`src/rtl/rmp_pkg.sv`:
```
package rmp_pkg;

  // ****************************************************************
  // Address and boundary layout
  // ****************************************************************
  localparam int unsigned ADDR_W       = 32;
  localparam int unsigned GRAN_LSB     = 3;
  localparam int unsigned BND_W        = ADDR_W - GRAN_LSB;
  localparam logic [2:0]  BND_LOW_ZERO = 3'h0;

  // ****************************************************************
  // Documented limits
  // ****************************************************************
  localparam int unsigned RANGES_MIN   = 4;
  localparam int unsigned RANGES_MAX   = 16;
  localparam int unsigned RANGES_DEF   = 16;
  localparam int unsigned SETS_MIN     = 2;
  localparam int unsigned SETS_MAX     = 4;
  localparam int unsigned SETS_DEF     = 4;

  // ****************************************************************
  // Reset values
  // ****************************************************************
  localparam logic [ADDR_W-1:0] BND_RST  = 32'h0000_0000;
  localparam logic              PERM_RST = 1'b0;

  // ****************************************************************
  // Access kind encodings
  // ****************************************************************
  typedef enum logic [1:0] {
    RMP_ACC_LOAD  = 2'b00,
    RMP_ACC_STORE = 2'b01,
    RMP_ACC_FETCH = 2'b10
  } rmp_acc_e;

endpackage

```
`src/rtl/rmp_range_match.sv`:
```
`timescale 1ns/1ns
module rmp_range_match #(
  parameter int unsigned RANGES = rmp_pkg::RANGES_DEF
) (
  // Address under test
  input  wire logic [rmp_pkg::ADDR_W-1:0]        addr,
  // Boundary table, flattened range by range
  input  wire logic [RANGES*rmp_pkg::ADDR_W-1:0] lower,
  input  wire logic [RANGES*rmp_pkg::ADDR_W-1:0] upper,
  // Permission bits of the active set for this kind
  input  wire logic [RANGES-1:0]                 permit,
  // Granted when any permitted range covers the address
  output logic                                   grant
);

  logic [RANGES-1:0] hit;

  genvar i;
  generate
    for (i = 0; i < RANGES; i++) begin : g_rng
      wire logic [rmp_pkg::BND_W-1:0] a_g;
      wire logic [rmp_pkg::BND_W-1:0] lo_g;
      wire logic [rmp_pkg::BND_W-1:0] hi_g;
      // Only the bits above the granule take part in the comparison.
      assign a_g   = addr[rmp_pkg::ADDR_W-1:rmp_pkg::GRAN_LSB];
      assign lo_g  = lower[i*rmp_pkg::ADDR_W+rmp_pkg::GRAN_LSB +: rmp_pkg::BND_W];
      assign hi_g  = upper[i*rmp_pkg::ADDR_W+rmp_pkg::GRAN_LSB +: rmp_pkg::BND_W];
      assign hit[i] = permit[i] && (a_g >= lo_g) && (a_g < hi_g);
    end
  endgenerate

  assign grant = |hit;

endmodule

```
`config.mk`:
```
export PLATFORM = sky130hd
export DESIGN_NAME = rmp_range_match
export DESIGN_NICKNAME = d
export VERILOG_FILES = /design/src/rtl/rmp_pkg.sv /design/src/rtl/rmp_range_match.sv
export SDC_FILE = /design/constraint.sdc
export NUM_CORES = 1
export LEC_CHECK = 0
export ABC_AREA = 1
export BUFFER_PORTS_ARGS = -buffer_cell sky130_fd_sc_hd__buf_2
export CAP_MARGIN = 20
export CORE_AREA = 2 2 413 415
export DETAILED_ROUTE_END_ITERATION = 6
export DIE_AREA = 0 0 415 417
export PLACE_DENSITY = 0.37
export SLEW_MARGIN = 25
export SYNTH_ARGS = -nofsm -noshare
export SYNTH_HDL_FRONTEND = slang
export SYNTH_SLANG_ARGS = --single-unit
```
`constraint.sdc`:
```
create_clock -name vclk -period 3.86
set_input_delay 0.386 -clock vclk [all_inputs]
set_output_delay 0.386 -clock vclk [all_outputs]
set_load 0.05 [all_outputs]
```
=== Yosys cells after proc, flatten, opt, wreduce, memory -nomap -nowiden ===
Cells that the tools add are included.
W data, S select, Z words.

* Register bits after elaboration: 0
* Input bits: 1072
* Output and inout port bits: 1
* Word-level logic and storage cells: 65

* Order comparisons: 32
* Reductions and logical operators: 33

{| class="wikitable"
|+ Operators with widths
! kind !! number
|-
| $ge A29 B29 Y1 || 16
|-
| $lt A29 B29 Y1 || 16
|-
| $logic_and A1 B1 Y1 || 32
|-
| $reduce_or A16 Y1 || 1
|}

=== Logic depth before layout (Yosys ltp) ===
Gate-level depths: netlist (run 1).

* Depth after elaboration: 4
* Depth in mapped cells: 17
* Gate-level depth less buffers: 17

=== Worst setup path after synthesis (run 1) ===
No wires, ideal clock.

* Kind: input to output
* From: input addr[3] in the netlist's numbering
* To: output grant
* Arrival: 1926 ps
* Data required time: 3474 ps
* Path slack: 1548 ps
* Cell stages on the path: 17
* Buffers on the path: 1
* Cells stage by stage: inv_2 -> buf_4 -> ha_1 -> nand2_1 -> nor2_1 -> nand2_1 -> nor2_1 -> nand2_1 -> nand2_1 -> nor2_1 -> nand2_1 -> nand2_1 -> nand2_1 -> inv_1 -> nand2_1 -> nor2_1 -> nand2_1

* Longest elaborated chain between the ends: 4
* Elaborated cells on any way between the ends: 65
* Classes of those cells: order compare (32); reduce/logical (33)

{| class="wikitable"
|+ Ends and longest elaborated chain
! item !! RTL line !! source
|-
| from (decl) || rmp_range_match.sv:6 || <nowiki>input wire logic [rmp_pkg::ADDR_W-1:0] addr,</nowiki>
|-
| $ge A29 B29 Y1 || rmp_range_match.sv:28 || <nowiki>assign hit[i] = permit[i] && (a_g >= lo_g) && (a_g < hi_g);</nowiki>
|-
| $logic_and A1 B1 Y1 (2 in series) || rmp_range_match.sv:28 ||
|-
| $reduce_or A16 Y1 * || rmp_range_match.sv:32 || <nowiki>assign grant = |hit;</nowiki>
|-
| to (decl) || rmp_range_match.sv:13 || <nowiki>output logic grant</nowiki>
|}

Every way passes the cells marked *; elsewhere a longest branch is shown, timed or not.

=== Final worst setup path (run 1) ===
* From: input addr[15] in the netlist's numbering
* To: output grant

Same word-level chain as after synthesis.

==> results of run 1 <==
[area by class of cell]
cell class	instances	area [um2]	area share
Antenna cell	39	97.6	0.00282
Inverter	1284	4820	0.139
Multi-Input combinational cell	3273	21300	0.613
Tap cell	2218	2780	0.0801
Timing Repair Buffer	1050	5710	0.165
[power groups by stage]
stage | logic, uW | clock network [uW] | registers, uW
floorplan | 1910 | 0 | 0
CTS | 3720 | 0 | 0
global placement | 3660 | 0 | 0
global route | 4200 | 0.00129 | 0
finish | 3620 | 0.00137 | 0
detailed placement | 3700 | 0 | 0
[routing by layer]
metal  GRT usage  vias to the layer above
met1       0.203                    13300
met3      0.0165                      210
li1            -                    16100
met4      0.0579                       36
met5           0                        -
met2       0.319                      807
[metrics by stage]
stage                     total power [uW]  area (um2)  worst slack, ps  hold WS [ps]
after floorplan                       1910       26100             1550          1540
after global placement                3660       34600              216          1840
after detailed placement              3700       34600              254          1840
after CTS                             3720       34600              237          1840
after global routing                  4200       34700             69.9          1920
final                                 3620       34700              391          1800
[placed cells by master (no fill, tap or decap)]
cell type and n:
sky130_fd_sc_hd__o21bai_1 12, sky130_fd_sc_hd__inv_1 1282, sky130_fd_sc_hd__and3_1 8, sky130_fd_sc_hd__a21o_1 21, sky130_fd_sc_hd__o21ai_0 28, sky130_fd_sc_hd__nor2_1 404
sky130_fd_sc_hd__and2_2 2, sky130_fd_sc_hd__nand2_1 1361, sky130_fd_sc_hd__and2_4 4, sky130_fd_sc_hd__o21a_1 18, sky130_fd_sc_hd__ha_1 912, sky130_fd_sc_hd__diode_2 39
sky130_fd_sc_hd__nand3b_1 7, sky130_fd_sc_hd__nor2_2 9, sky130_fd_sc_hd__buf_4 90, sky130_fd_sc_hd__nand2_2 3, sky130_fd_sc_hd__inv_2 1, sky130_fd_sc_hd__buf_2 945
sky130_fd_sc_hd__and2_1 5, sky130_fd_sc_hd__nor3_1 23, sky130_fd_sc_hd__nand3_1 135, sky130_fd_sc_hd__a21oi_1 288, sky130_fd_sc_hd__clkinv_1 1, sky130_fd_sc_hd__nand4_1 29
sky130_fd_sc_hd__a21boi_0 4, sky130_fd_sc_hd__buf_12 15
[worst max-delay path: stages]
cell and delay, ps:
sky130_fd_sc_hd__buf_4 350, sky130_fd_sc_hd__buf_4 390, sky130_fd_sc_hd__ha_1 300, sky130_fd_sc_hd__nand2_1 90
sky130_fd_sc_hd__o21bai_1 110, sky130_fd_sc_hd__nand2_1 100, sky130_fd_sc_hd__a21oi_1 170, sky130_fd_sc_hd__nand2_1 100
sky130_fd_sc_hd__nand2_1 90, sky130_fd_sc_hd__nand2_1 220, sky130_fd_sc_hd__nand2_1 120, sky130_fd_sc_hd__nand2_1 110
sky130_fd_sc_hd__inv_1 80, sky130_fd_sc_hd__nand2_1 50, sky130_fd_sc_hd__nor2_1 100, sky130_fd_sc_hd__nand2_1 100
sky130_fd_sc_hd__buf_12 160
[final timing paths]
kind	endpoint	slack, ps	depth (start not counted)
setup / recovery	grant	390	17
hold / removal	grant	1800	14
[cells by family (layout without fill, tap and decap cells)]
family	Yosys count	in the layout
AO/OA/AOI/OAI	371	371
adder cells (fa/ha/maj)	912	912
buffers and inverters	1285	2334
other	0	39
AND/OR/NAND/NOR	1990	1990
==> impl_results.md, run 1 <==
- Run status: finished, final reports clean
- Yosys synthesis warning count: 0
- Highest fanout seen on the critical path: 16
- Area of the mapped netlist: 26100 um2
- Complex-gate fraction of the synthesized area: 0.0764
- Cell count after placement: 7825
- Post-CTS Hold Buffers: 0
- Share of the clock period used by the worst path after layout: 0.899
- Setup repair after global routing missed its margin: no
- Internal portion of total power: 1430 uW
- Chip Width: 415 um
- Final-report hold violation count: 0
- Sum of negative setup slack: 0 ps
- Total congestion overflow: 0
- Upper clock frequency limit: 288 MHz
- Met2 routed WL: 77700 um
- Fraction of the yosys area taken by sequential cells: 0
- Dominant cell by count in the synthesized netlist: sky130_fd_sc_hd__nand2_1
- Layout clock buffer count: 0
- Post-Synth Simple-Gate Area: 0.301
- Sequential cell fraction of total power: 0
- Dominant combinational cell family by area after synthesis: adder cells
- Switching fraction of total power: 0.606
- Wire length of the first global-routing pass: 211000 um
- Number of fill cells in the layout: 19800
- IO Pins: 1073
- Combinational power share: 1.000
- Top metal layer carrying routed signals: met5
- Worst setup path startpoint: addr[15]
- Number of optimization iterations in the first detailed-route pass: 5
- Post-CTS Setup Inserts: 0
- Arrival time of data at the critical path endpoint: 3080 ps
- Share of layout cells above drive strength 1: 0.191
- Total Routed Length: 154000 um
- Effective utilization at floorplan: 0.155
- All-layer global routing usage: 0.171
- Share of Yosys cell area claimed by the top area cell type: 0.437
- Total count of max-transition violations in the final report: 0
- Maximum number of pins on one net before global-route repair: 30
- Floorplan Core Area: 169000 um2
- Critical path type: in2out
- Multiplexer share of the synthesized area: 0
- Worst supply voltage drop on vdd: 0.104 mV
- Launch instance of the worst min-delay path: permit[0]
- Post-Route M1 WL: 65200 um
- Power density over cell area: 104 nW/um2
- Die area: 173000 um2
- Clock share of power: 0
- Setup crit start kind: input port
- Xor and xnor area share after synthesis: 0
- Data required time at the worst endpoint: 3470 ps
- Leakage power: 0.0230 uW
- DR WL met3: 5460 um
- Tmin final: 3470 ps
- Layout area overhead: 32.9%
- Fin util: 0.206
- FF+latch count: 0
- NumNets Final: 7593
- Adder and majority cell fraction of the synthesized area: 0.437
- Number of antenna violations at the first check in global routing: 90
- Net Switching: 2190 uW
- Number of standard-cell rows in the floorplan: 151
- Mean routed wirelength per cell: 19.6 um
- Number of design-rule violations left by the first detailed-router iteration: 1244
- CP endpoint kind: output pin
- Via density per instance: 3.86
- Transition time at the pin with the least slew margin: 909 ps
- Number of distinct library cells after synthesis: 23
- Ranking of synthesized cells by instance count: sky130_fd_sc_hd__nand2_1, sky130_fd_sc_hd__inv_1, sky130_fd_sc_hd__ha_1
- Final GP Congestion: 0.868
- Buffers added on ports: 974
- Cells taking the most area after synthesis: sky130_fd_sc_hd__ha_1, sky130_fd_sc_hd__nand2_1, sky130_fd_sc_hd__inv_1
- Max-cap violation count: 0
- Largest area contributor in the netlist: sky130_fd_sc_hd__ha_1
- Number of resized instances in the post-cts repair step: 0
- Detailed-route DRC error count: 0
- Class of the tightest hold or removal check: in2out
- Post-DRT Antenna Nets: 0
- Area occupied by registers: 0 um2
- Number of global-route vias before repair: 30400
- Via Count: 30400
- Gate count after technology mapping: 4558
- Vertical extent of the die: 417 um
- Syn nets: 6542
- Final HPWL DP: 135000 um
- Average instance area after synthesis: 5.72 um2
- Setup-failing EPs final: 0
- Relative slew slack: 0.394
- Final instance count without filler cells: 7864
(Power assumes the default switching activity.)
==> inputs of run 2 (changes only) <==
--- a/config.mk
+++ b/config.mk
@@ -11,8 +11,7 @@
 export CORE_AREA = 2 2 413 415
 export DETAILED_ROUTE_END_ITERATION = 6
 export DIE_AREA = 0 0 415 417
-export PLACE_DENSITY = 0.37
-export SLEW_MARGIN = 25
+export PLACE_DENSITY_LB_ADDON = 0.08
 export SYNTH_ARGS = -nofsm -noshare
 export SYNTH_HDL_FRONTEND = slang
 export SYNTH_SLANG_ARGS = --single-unit
==> run 2 against run 1 <==
- final area rose by 0.29%
- total power hardly changed
- via count up 0.48%
- die area is the same
- first-iteration DRC count fell by 12%
- non-clock buffer count increased by 3
- critical path depth increased by 1
- sequential cell count is the same
- global-route usage up 0.69 points
- combinational power about the same
- largest cell class unchanged
- sequential share of layout area is the same
==> impl_results.md, run 2 (synthesis results as in run 1) <==
- Run status: finished, final reports clean (unchanged)
- Most used cell along the critical path: sky130_fd_sc_hd__nand2_1 (unchanged)
- Highest fanout seen on the critical path: 17 (was 16)
- Via Count: 30500 (was 30400)
- Setup Slack @ Placement: 77.7 ps (was 254 ps)
- Slowest cell on the critical path: sky130_fd_sc_hd__nor2_1 (was sky130_fd_sc_hd__buf_4)
- Layout area overhead: 33.2% (was 32.9%)
- Effective utilization at floorplan: 0.155 (unchanged)
- Total congestion overflow: 0 (unchanged)
- Number of antenna violations at the first check in global routing: 144 (was 90)
- Max-cap violation count: 0 (unchanged)
- Final HPWL DP: 141000 um (was 135000 um)
- Critical Path, Cell by Cell: buf_4 -> buf_12 -> ha_1 -> nand2_1 -> nor2_2 -> and2_4 -> nand2_1 -> nand3_1 -> nor2_1 -> nand2_1 -> inv_1 -> nand2_1 -> nand2_1 -> inv_1 -> nand2_1 -> nor2_1 -> nand2_1 -> buf_12 (was buf_4 -> buf_4 -> ha_1 -> nand2_1 -> o21bai_1 -> nand2_1 -> a21oi_1 -> nand2_1 -> nand2_1 -> nand2_1 -> nand2_1 -> nand2_1 -> inv_1 -> nand2_1 -> nor2_1 -> nand2_1 -> buf_12)
- Multi-input combinational cell area: 21300 um2 (unchanged)
- Post-DRT Antenna Nets: 0 (unchanged)
- Slowest Stage Delay on Critical Path: 530 ps (was 390 ps)
- Data required time at the worst endpoint: 3470 ps (about the same)
- Sum of negative setup slack: 0 ps (unchanged)
- Wire length of the first global-routing pass: 219000 um (was 211000 um)
- Total count of max-transition violations in the final report: 0 (unchanged)
- Most frequent standard cell in the layout excluding fill and tap cells: sky130_fd_sc_hd__nand2_1 (unchanged)
- Number of fill cells in the layout: 20000 (was 19800)
- CP bufs+invs: 5 (was 4)
- Total Routed Length: 160000 um (was 154000 um)
- Final-report hold violation count: 0 (unchanged)
- Vertical extent of the die: 417 um (unchanged)
- Leading cell types in the layout, fill and taps excluded: sky130_fd_sc_hd__nand2_1, sky130_fd_sc_hd__inv_1, sky130_fd_sc_hd__buf_2 (unchanged)
- Worst supply voltage drop on vdd: 0.105 mV (was 0.104 mV)
- IO Pins: 1073 (unchanged)
- Setup-failing EPs final: 0 (unchanged)
- Critical path type: in2out (unchanged)
- Via density per instance: 3.88 (was 3.86)
- Post-CTS Setup Inserts: 0 (unchanged)
- Floorplan Core Area: 169000 um2 (unchanged)
- Post-layout worst setup margin: 296 ps (was 391 ps)
- Final GP Congestion: 0.823 (was 0.868)
- Upper clock frequency limit: 281 MHz (was 288 MHz)
- Power density over cell area: 104 nW/um2 (about the same)
- NumNets Final: 7596 (was 7593)
- Number of optimization iterations in the first detailed-route pass: 7 (was 5)
- Setup crit start kind: input port (unchanged)
- Detailed-route DRC error count: 0 (unchanged)
- Mean routed wirelength per cell: 20.3 um (was 19.6 um)
- Setup repair after global routing missed its margin: no (unchanged)
- Arrival time of data at the critical path endpoint: 3180 ps (was 3080 ps)
- Class of the tightest hold or removal check: in2out (unchanged)
- FF+latch count: 0 (unchanged)
- Share of layout cells above drive strength 1: 0.191 (about the same)
- Number of design-rule violations left by the first detailed-router iteration: 1089 (was 1244)
- CP endpoint kind: output pin (unchanged)
- Crit path max-delay family: simple AND/OR/NAND/NOR gates (unchanged)
- Die area: 173000 um2 (unchanged)
- Post-layout instance area: 34800 um2 (was 34700 um2)
- All-layer global routing usage: 0.178 (was 0.171)
- Transition time at the pin with the least slew margin: 855 ps (was 909 ps)
- Leakage power: 0.0230 uW (about the same)
- Buffers added on ports: 974 (unchanged)
- Relative slew slack: 0.430 (was 0.394)
- Chip Width: 415 um (unchanged)
- Post-CTS Hold Buffers: 0 (unchanged)
- Share of the clock period used by the worst path after layout: 0.923 (was 0.899)
- Fin util: 0.206 (about the same)
- Number of global-route vias before repair: 31300 (was 30400)
- Tmin final: 3560 ps (was 3470 ps)
- Final Power: 3620 uW (about the same)
- Maximum number of pins on one net before global-route repair: 33 (was 30)
- Layout clock buffer count: 0 (unchanged)
- Placed instance area: 34600 um2 (about the same)
- Area occupied by registers: 0 um2 (unchanged)
- Number of standard-cell rows in the floorplan: 151 (unchanged)
==> run 2: timing repair <==
item	CTS	global route
resized for setup	0	1
setup endpoints to repair	0	1
endpoints found under the hold margin	0	0
==> run 2: final cells by class <==
class | instances | area share
Multi-Input combinational cell | 3273 | 0.612
Tap cell | 2218 | 0.0798
Antenna cell | 43 | 0.00310
Inverter | 1284 | 0.139
Timing Repair Buffer | 1053 | 0.167
==> run 2: worst min-delay path: cells and delay by family <==
kind	cells	cell delay [ps]
simple gates	10	640
compound gates	1	50
buf+inv	3	310
==> run 2: final timing paths <==
kind / to / start / depth (start not counted) / slack [ps]
worst max-delay path: grant / addr[31] / 18 / 300
worst min-delay path: grant / permit[0] / 14 / 1790
==> run 2: where the power goes <==
part | internal [uW] | switching [uW] | total (uW)
clock | 0.00130 | 0 | 0.00130
sequential | 0 | 0 | 0
combinational | 1440 | 2180 | 3620
total | 1440 | 2180 | 3620
==> run 2: metal layers <==
layer / wire length, um / track usage / vias to the layer above
met2: 81300 / 0.335 / 803
met1: 68200 / 0.211 / 13300
met5: 328 / 0 / -
met4: 4490 / 0.0491 / 52
li1: - / - / 16100
met3: 5300 / 0.0196 / 252
==> run 2: per-stage QoR <==
| stage | hold WS (ps) | instances |
|---|---|---|
| 2_1_floorplan | 1540 | 4558 |
| 3_3_place_gp | 1870 | 7828 |
| 3_5_place_dp | 1860 | 7828 |
| 4_1_cts | 1860 | 7828 |
| 5_1_grt | 1950 | 7858 |
| 6_report | 1790 | 7871 |
